$ cat src/hdl/mic_pkg.sv
// Constants, register map and field layout of the interrupt controller
// Behaviour
// - Up to fourteen sources, each with its own request flag bit.
// - Flags set on their event whatever the source or global enables say.
// - Global enable at control bit 7 passes unmasked requests, blocks all when zero.
// - Global enable plus any core flag-and-enable pair, or a peripheral pair with the group enable, sends the core to the vector.
// - Reset clears the global enable.
// - Acceptance clears global enable, pushes return address, loads PC with 0004h.
// - Return-from-interrupt operation sets the global enable again.
// - Edge-pin and port-change events reach the vector in three or four cycles.
// - Peripheral flags and enables sit in two register pairs; group enable in control.
// - External pin edge-triggered; edge select one means rising, zero falling.
// - Valid pin edge sets control bit 1; enable at control bit 4.
// - Pin request wakes from sleep only with its enable set; global picks branching.
// - Timer rollover FFh to 00h sets control bit 2, enabled by control bit 5.
// - Change on upper four port pins sets control bit 0.
// - Entry saves only the return PC; nothing else is saved by hardware.
// - Wake with global enable set loads the vector; flags show the waking event.
// - Enabled request wakes regardless of global enable; clear means continue after sleep.
// - Pending enabled request before sleep makes the sleep a no-operation.
package mic_pkg;

	// ----------------------------------------------------------------
	// Register offsets
	// ----------------------------------------------------------------
	localparam logic [7:0] OFS_IRQ_CONTROL  = 8'h00;
	localparam logic [7:0] OFS_OPTION       = 8'h01;
	localparam logic [7:0] OFS_PERIPH_FLG_A = 8'h02;
	localparam logic [7:0] OFS_PERIPH_FLG_B = 8'h03;
	localparam logic [7:0] OFS_PERIPH_ENA_A = 8'h04;
	localparam logic [7:0] OFS_PERIPH_ENA_B = 8'h05;

	// ----------------------------------------------------------------
	// Control register field positions, and the option register edge select bit
	// ----------------------------------------------------------------
	localparam int BIT_GLOBAL_EN   = 7;
	localparam int BIT_PERIPH_EN   = 6;
	localparam int BIT_TIMER_EN    = 5;
	localparam int BIT_EXT_EN      = 4;
	localparam int BIT_PORT_EN     = 3;
	localparam int BIT_TIMER_FLAG  = 2;
	localparam int BIT_EXT_FLAG    = 1;
	localparam int BIT_PORT_FLAG   = 0;
	localparam int BIT_EDGE_SELECT = 6;

	// ----------------------------------------------------------------
	// Reset values, vector address, timing and source counts
	// ----------------------------------------------------------------
	localparam logic [7:0]  RST_IRQ_CONTROL = 8'h00;
	localparam logic        RST_EDGE_SELECT = 1'b1;
	localparam logic [15:0] RST_PERIPH      = 16'h0000;
	localparam logic [12:0] IRQ_VECTOR_ADDR = 13'h0004;
	localparam int          CLKS_PER_INSTR  = 4;
	localparam int          ACCEPT_STAGES   = 2;
	localparam int          CORE_SOURCES    = 3;
	localparam int          MAX_SOURCES     = 14;

endpackage : mic_pkg

$ cat src/hdl/mic_event_detect.sv
// Edge detection for the external pin and change detection on the upper port pins
`timescale 1ns/100ps
module mic_event_detect (
	// Clock and reset
	input  wire logic       ref_clk,
	input  wire logic       rst_n,
	// Pins and edge choice
	input  wire logic       ext_irq_pin,
	input  wire logic [3:0] port_b_pins,
	input  wire logic       ext_edge_select,
	// Event pulses
	output logic            ext_edge_evt,
	output logic            port_change_evt
);
	import mic_pkg::*;

	logic       ext_last;
	logic [3:0] port_last;
	logic       primed;

	// Previous pin levels, primed after first sample so reset gives no false event
	always_ff @(posedge ref_clk or negedge rst_n) begin
		if (!rst_n) begin
			ext_last  <= 1'b0;
			port_last <= 4'h0;
			primed    <= 1'b0;
		end else begin
			ext_last  <= ext_irq_pin;
			port_last <= port_b_pins;
			primed    <= 1'b1;
		end
	end

	// Pin edge and port change pulses
	always_ff @(posedge ref_clk or negedge rst_n) begin
		if (!rst_n) begin
			ext_edge_evt    <= 1'b0;
			port_change_evt <= 1'b0;
		end else begin
			ext_edge_evt    <= primed && (ext_edge_select ? (ext_irq_pin && !ext_last)
			                                              : (!ext_irq_pin && ext_last));
			port_change_evt <= primed && (port_b_pins != port_last);
		end
	end

endmodule : mic_event_detect

$ cat src/hdl/mcu_interrupt_control.sv
// Interrupt controller: flags, masks, vectoring and sleep wake-up
//
// Strobed register access and the register addresses were left to the implementer.
`timescale 1ns/100ps
module mcu_interrupt_control #(
	parameter int NUM_PERIPH = 11
) (
	// Clock and reset
	input  wire logic        ref_clk,
	input  wire logic        rst_n,
	// Register port
	input  wire logic [7:0]  reg_addr,
	input  wire logic [7:0]  reg_wdata,
	input  wire logic        reg_wr,
	input  wire logic        reg_rd,
	output logic [7:0]       reg_rdata,
	// Event sources
	input  wire logic        ext_irq_pin,
	input  wire logic [3:0]  port_b_pins,
	input  wire logic        timer_rollover,
	input  wire logic [15:0] periph_events,
	// Core handshake
	input  wire logic        sleep_exec,
	input  wire logic        return_from_irq_op,
	output logic             irq_vector_req,
	output logic             push_return,
	output logic [12:0]      vector_addr,
	output logic             core_asleep,
	output logic             wake_req,
	output logic             sleep_as_nop,
	output logic             instr_en
);
	import mic_pkg::*;

	// ----------------------------------------------------------------
	// Parameter check
	// ----------------------------------------------------------------
	generate
		if (NUM_PERIPH < 1 || NUM_PERIPH + CORE_SOURCES > MAX_SOURCES) begin : g_bad_param
			$error("NUM_PERIPH out of range");
		end
	endgenerate

	// ----------------------------------------------------------------
	// Declarations
	// ----------------------------------------------------------------
	logic [7:0]  irq_control_reg;
	logic        ext_edge_select;
	logic [15:0] periph_flags;
	logic [15:0] periph_enables;
	logic [15:0] impl_mask;
	logic        ext_edge_evt;
	logic        port_change_evt;
	logic [1:0]  div_cnt;
	logic [1:0]  accept_cnt;
	logic        accepting;
	logic        accept_now;
	logic        core_pending;
	logic        periph_pending;
	logic        any_pending;
	logic        wr_ctrl;
	logic        wr_flg_a;
	logic        wr_flg_b;
	logic        wr_ena_a;
	logic        wr_ena_b;
	logic [7:0]  next_ctrl;
	logic [15:0] next_pflags;
	logic [7:0]  next_rdata;

	// ----------------------------------------------------------------
	// Event detection
	// ----------------------------------------------------------------
	mic_event_detect u_detect (
		.ref_clk         (ref_clk),
		.rst_n           (rst_n),
		.ext_irq_pin     (ext_irq_pin),
		.port_b_pins     (port_b_pins),
		.ext_edge_select (ext_edge_select),
		.ext_edge_evt    (ext_edge_evt),
		.port_change_evt (port_change_evt)
	);

	// ----------------------------------------------------------------
	// Instruction cycle divider
	// ----------------------------------------------------------------
	// One enable pulse every CLKS_PER_INSTR clocks
	always_ff @(posedge ref_clk or negedge rst_n) begin
		if (!rst_n) begin
			div_cnt  <= 2'h0;
			instr_en <= 1'b0;
		end else begin
			div_cnt  <= (div_cnt == 2'(CLKS_PER_INSTR - 1)) ? 2'h0 : div_cnt + 2'h1;
			instr_en <= (div_cnt == 2'(CLKS_PER_INSTR - 1));
		end
	end

	// ----------------------------------------------------------------
	// Write decode
	// ----------------------------------------------------------------
	assign wr_ctrl  = reg_wr && (reg_addr == OFS_IRQ_CONTROL);
	assign wr_flg_a = reg_wr && (reg_addr == OFS_PERIPH_FLG_A);
	assign wr_flg_b = reg_wr && (reg_addr == OFS_PERIPH_FLG_B);
	assign wr_ena_a = reg_wr && (reg_addr == OFS_PERIPH_ENA_A);
	assign wr_ena_b = reg_wr && (reg_addr == OFS_PERIPH_ENA_B);

	// ----------------------------------------------------------------
	// Implemented peripheral positions
	// ----------------------------------------------------------------
	generate
		for (genvar i = 0; i < 16; i++) begin : g_impl
			assign impl_mask[i] = (i < NUM_PERIPH);
		end
	endgenerate

	// ----------------------------------------------------------------
	// Request evaluation
	// ----------------------------------------------------------------
	// Gated core sources and peripheral group, before the global gate
	always_comb begin
		core_pending = (irq_control_reg[BIT_EXT_FLAG]   && irq_control_reg[BIT_EXT_EN])
		            || (irq_control_reg[BIT_TIMER_FLAG] && irq_control_reg[BIT_TIMER_EN])
		            || (irq_control_reg[BIT_PORT_FLAG]  && irq_control_reg[BIT_PORT_EN]);
		periph_pending = irq_control_reg[BIT_PERIPH_EN]
		              && |(periph_flags & periph_enables & impl_mask);
		any_pending = core_pending || periph_pending;
	end

	// Acceptance fires on an instruction boundary once the pipeline has run
	assign accept_now = instr_en && accepting && (accept_cnt == 2'(ACCEPT_STAGES - 1))
	                 && irq_control_reg[BIT_GLOBAL_EN] && any_pending && !core_asleep;

	// ----------------------------------------------------------------
	// Control register
	// ----------------------------------------------------------------
	// Hardware sets win over a software clear in the same cycle
	always_comb begin
		next_ctrl = irq_control_reg;
		if (wr_ctrl) begin
			next_ctrl = reg_wdata;
		end
		if (ext_edge_evt) begin
			next_ctrl[BIT_EXT_FLAG] = 1'b1;
		end
		if (timer_rollover) begin
			next_ctrl[BIT_TIMER_FLAG] = 1'b1;
		end
		if (port_change_evt) begin
			next_ctrl[BIT_PORT_FLAG] = 1'b1;
		end
		if (return_from_irq_op) begin
			next_ctrl[BIT_GLOBAL_EN] = 1'b1;
		end
		if (accept_now) begin
			next_ctrl[BIT_GLOBAL_EN] = 1'b0;
		end
	end

	always_ff @(posedge ref_clk or negedge rst_n) begin
		if (!rst_n) begin
			irq_control_reg <= RST_IRQ_CONTROL;
		end else begin
			irq_control_reg <= next_ctrl;
		end
	end

	// ----------------------------------------------------------------
	// Option and peripheral registers
	// ----------------------------------------------------------------
	// Edge select
	always_ff @(posedge ref_clk or negedge rst_n) begin
		if (!rst_n) begin
			ext_edge_select <= RST_EDGE_SELECT;
		end else if (reg_wr && reg_addr == OFS_OPTION) begin
			ext_edge_select <= reg_wdata[BIT_EDGE_SELECT];
		end
	end

	// Peripheral flags, event set beats software clear
	always_comb begin
		next_pflags = periph_flags;
		if (wr_flg_a) begin
			next_pflags[7:0] = reg_wdata;
		end
		if (wr_flg_b) begin
			next_pflags[15:8] = reg_wdata;
		end
		next_pflags = (next_pflags | periph_events) & impl_mask;
	end

	always_ff @(posedge ref_clk or negedge rst_n) begin
		if (!rst_n) begin
			periph_flags <= RST_PERIPH;
		end else begin
			periph_flags <= next_pflags;
		end
	end

	// Peripheral enables
	always_ff @(posedge ref_clk or negedge rst_n) begin
		if (!rst_n) begin
			periph_enables <= RST_PERIPH;
		end else begin
			if (wr_ena_a) begin
				periph_enables[7:0] <= reg_wdata & impl_mask[7:0];
			end
			if (wr_ena_b) begin
				periph_enables[15:8] <= reg_wdata & impl_mask[15:8];
			end
		end
	end

	// ----------------------------------------------------------------
	// Read port
	// ----------------------------------------------------------------
	always_comb begin
		case (reg_addr)
			OFS_IRQ_CONTROL:  next_rdata = irq_control_reg;
			OFS_OPTION:       next_rdata = {1'b0, ext_edge_select, 6'h00};
			OFS_PERIPH_FLG_A: next_rdata = periph_flags[7:0];
			OFS_PERIPH_FLG_B: next_rdata = periph_flags[15:8];
			OFS_PERIPH_ENA_A: next_rdata = periph_enables[7:0];
			OFS_PERIPH_ENA_B: next_rdata = periph_enables[15:8];
			default:          next_rdata = 8'h00;
		endcase
	end

	// Read data valid only in the cycle after the strobe
	always_ff @(posedge ref_clk or negedge rst_n) begin
		if (!rst_n) begin
			reg_rdata <= 8'h00;
		end else begin
			reg_rdata <= reg_rd ? next_rdata : 8'h00;
		end
	end

	// ----------------------------------------------------------------
	// Acceptance pipeline
	// ----------------------------------------------------------------
	// Counts instruction boundaries while a gated request stands
	always_ff @(posedge ref_clk or negedge rst_n) begin
		if (!rst_n) begin
			accepting  <= 1'b0;
			accept_cnt <= 2'h0;
		end else if (!(irq_control_reg[BIT_GLOBAL_EN] && any_pending) || core_asleep
		             || accept_now) begin
			accepting  <= 1'b0;
			accept_cnt <= 2'h0;
		end else if (instr_en) begin
			if (!accepting) begin
				accepting <= 1'b1;
			end else begin
				accept_cnt <= accept_cnt + 2'h1;
			end
		end
	end

	// Vector request and return push, one clock each; only the PC is saved
	always_ff @(posedge ref_clk or negedge rst_n) begin
		if (!rst_n) begin
			irq_vector_req <= 1'b0;
			push_return    <= 1'b0;
			vector_addr    <= 13'h0000;
		end else begin
			irq_vector_req <= accept_now;
			push_return    <= accept_now;
			vector_addr    <= IRQ_VECTOR_ADDR;
		end
	end

	// ----------------------------------------------------------------
	// Sleep control
	// ----------------------------------------------------------------
	// Enabled request ends sleep whatever the global enable holds
	always_ff @(posedge ref_clk or negedge rst_n) begin
		if (!rst_n) begin
			core_asleep  <= 1'b0;
			wake_req     <= 1'b0;
			sleep_as_nop <= 1'b0;
		end else begin
			wake_req     <= 1'b0;
			sleep_as_nop <= 1'b0;
			if (sleep_exec && !core_asleep) begin
				if (any_pending) begin
					sleep_as_nop <= 1'b1;
				end else begin
					core_asleep <= 1'b1;
				end
			end else if (core_asleep && any_pending) begin
				core_asleep <= 1'b0;
				wake_req    <= 1'b1;
			end
		end
	end

endmodule : mcu_interrupt_control

$ cat config.mk
export PLATFORM = sky130hd
export DESIGN_NAME = mcu_interrupt_control
export DESIGN_NICKNAME = d
export VERILOG_FILES = /design/src/hdl/mic_pkg.sv /design/src/hdl/mic_event_detect.sv /design/src/hdl/mcu_interrupt_control.sv
export SDC_FILE = /design/constraint.sdc
export NUM_CORES = 1
export LEC_CHECK = 0
export ABC_AREA = 1
export BUFFER_PORTS_ARGS = -buffer_cell sky130_fd_sc_hd__clkbuf_2
export CORE_ASPECT_RATIO = 1.75
export CORE_UTILIZATION = 30
export CTS_BUF_LIST = sky130_fd_sc_hd__clkbuf_8
export CTS_CLUSTER_DIAMETER = 150
export CTS_CLUSTER_SIZE = 12
export DETAILED_ROUTE_END_ITERATION = 8
export GPL_ROUTABILITY_DRIVEN = 0
export MAX_ROUTING_LAYER = met4
export SYNTH_ARGS = -nofsm -noshare
export SYNTH_HDL_FRONTEND = slang
export SYNTH_HIERARCHICAL = 1
export SYNTH_SLANG_ARGS = --single-unit
$ cat constraint.sdc
create_clock -name ref_clk -period 1.1 [get_ports ref_clk]
set_input_delay 0.055 -clock ref_clk [delete_from_list [all_inputs] [get_ports ref_clk]]
set_output_delay 0.055 -clock ref_clk [all_outputs]
set_load 0.02 [all_outputs]
==> results by group <==
Synth
  • Main flop type after synthesis: dfrtp_1
  • Post-Syn Instances: 336
  • Top post-synthesis cells by area: dfrtp_1, nand2_1, inv_1
  • Synth unique cells: 34
  • Syn avg cell area: 8.528 um2
  • Seq/Total Area, Yosys: 50.70%
  • Number of synthesized flops with an enable pin: 0
  • FFs w/ async S/R, synth: 100.0%
  • Leading area contributor after synthesis: dfrtp_1
  • Warnings from Yosys: 6
  • Register bit total from synthesis: 58
  • Mapped cell area: 0.002865 mm2
  • Share of the synthesized area in the top cell type: 49.78%

Timing
  • Max Slew Vio Count: 0
  • Worst Skew: 5.203 ps
  • Fin crit period: 1186 ps
  • Endpoints failing setup: 8
  • Final Hold Vio Count: 0
  • Setup TNS: -486.8 ps
  • RSZ-0062 raised after global routing: true
  • Hold_ws: 46.62 ps
  • Fmax: 843.1 MHz
  • Final Cycle Share: 107.8%
  • Worst setup margin: -86.15 ps

Finish
  • Final cell count without fillers: 599
  • Most frequent cells in the layout: nand2_1, dfrtp_1, clkbuf_2
  • Final Util: 45.30%
  • Finished Cell Area: 0.004145 mm2
  • Ant diodes: 0
  • Synthesis-to-layout area growth: 44.67%
  • Most common cell after layout, fill and taps aside: nand2_1
  • Layout cells sized above 1: 34.03%
  • Final nets: 520
  • Largest regs: periph_enables x11, periph_flags x11

Power
  • Sequential share of power: 46.2%
  • Comb power frac: 13.6%
  • Power, Total: 4.863 mW
  • Lkg Pwr: 2.192 nW
  • Peak VDD IR: 593.9 uV
  • Switching share of power: 26.25%
  • PwrDens: 1173 mW/mm2
  • Switching Power: 1.277 mW
  • Clock share of power: 40.2%
  • Internal: 3.586 mW

Floorplan
  • Die Width: 75.88 um
  • Cell Rows: 46
  • Starting Density: 31.31%
  • Die height: 131.3 um
  • Core footprint: 0.009151 mm2
  • I/O pin total: 71
  • Full die area: 0.009961 mm2

Clock tree
  • CTS Buf Count: 9
  • Root buffer cell: clkbuf_8
  • Clk sinks: 58
  • Worst-case clock buffer depth: 2
  • Clock latency on the worst-skew pair: 340 ps
  • Worst-path clk slew: 70 ps
  • Htree depth: 3
  • CTS tree: yes

Setup path
  • CP max-delay cell: dfrtp_1
  • Kind of critical path: reg -> reg
  • Depth of the most critical reg-to-reg path: 8
  • Crit start category: flop
  • FF-to-FF Start: periph_enables[6]
  • Cell Chain, Critical Path: nand2_1 -> nand2_1 -> nor2_1 -> nand3_2 -> nand2_2 -> nand2_2 -> nand3_2 -> nor2_1
  • Reg-to-reg critical path endpoint: accept_cnt[0]
  • Crit. End Element: flop
  • Worst path max stage delay: 380 ps
  • Crit-path max FO: 4
  • R2r setup slk: -90 ps
  • Req. time, crit path: 1330 ps
  • Arr. time, crit path: 1420 ps

Global route
  • Largest net degree at the start of global routing: 30
  • Number of global-route vias before repair: 2668
  • Total GRT Usage: 16.90%
  • Antenna violations before repair: 0
  • First-pass GRT wire length: 12030 um
  • GR Overflow Total: 0

Placement
  • PortBufs: 53
  • Place WS: -180.9 ps
  • # placed instances: 551
  • Placed cell area: 0.003575 mm2
  • Final HPWL DP: 5498 um

Routing
  • Pre-antenna DRT Iters: 4
  • Post-route ant nets: 0
  • Drt first-iter violations: 171
  • WL/cell: 12.16 um
  • Remaining DRCs: 0
  • Via density: 4.366
  • DRT Wirelength: 7283 um
  • Via Count: 2615

Min path
  • Worst Hold Class: in -> reg
  • Hold_sp: reg_rd
  • WHS Path Cells: 3
  • Hold worst-path end: reg_rdata[7]

Flow run
  • Maxcap violations: 0

Run status
  • Status: finished with violations
  • Failing checks: setup timing
power by group through the flow:
stage               clock network (mW)  logic, mW  registers, mW
floorplan                            0      0.271           2.30
global placement                     0      0.541           2.28
detailed placement                   0      0.546           2.29
CTS                               2.00      0.641           2.25
global route                      2.09      0.734           2.25
finish                            1.96      0.661           2.25
layer usage:
metal,vias to the layer above,track usage [%],part of all wire (%)
li1,1326,-,-
met1,1201,16.53,36
met2,70,29.84,56
met3,18,3.451,4.1
met4,0,8.642,3.4
met5,-,-,0
cell type report:
| class | count | area [um2] |
|---|---|---|
| clock buffer | 10 | 137.6 |
| tap | 120 | 150.1 |
| multi-input combinational | 228 | 1206 |
| clock inverter | 6 | 57.56 |
| sequential | 58 | 1453 |
| timing repair buffer | 134 | 972.2 |
| inverter | 43 | 168.9 |
| fill | 893 | 5006 |
cell families after synthesis:
logic type	share of synthesized area, %
buffers and inverters	10.79
adder cells (fa/ha/maj)	0.8732
AND/OR/NAND/NOR	29.04
other	0.3930
XOR/XNOR	0.3057
flip-flops	50.70
AO/OA/AOI/OAI	7.904
how the worst max path moves through the flow:
stage                                  from             to  cells past startpoint
final                     periph_enables[6]  accept_cnt[0]                      8
after global routing        periph_flags[6]  accept_cnt[0]                      8
after CTS                   periph_flags[8]  accept_cnt[0]                      8
after detailed placement    periph_flags[8]  accept_cnt[0]                      8
after global placement     periph_flags[10]  accept_cnt[0]                      8
after floorplan             periph_flags[3]  accept_cnt[0]                      8
timing repair:
action	4_1_cts	5_1_grt
endpoints found under the setup margin	8	9
pin swaps	4	10
resized for setup	5	13
hold buffers	28	0
buffers inserted	1	3
gates cloned	0	0
hold endpoints to repair	85	0
Yosys cell counts, types with 3 or more instances:
cell and count:
a21oi_1 13, buf_4 15, conb_1 3, dfrtp_1 57
inv_1 39, nand2_1 97, nand2_2 4, nand3_1 28
nand3_2 3, nand3b_1 9, nor2_1 23, o211ai_1 3
o21ai_0 4, o21ai_1 7, o21ai_2 7
worst max-delay path: cells and delay by family, from the launching register on:
family,cells,cell delay [ps]
simple gates,8,690
flops,1,380
Note: power is estimated with default switching activity, not from simulation.
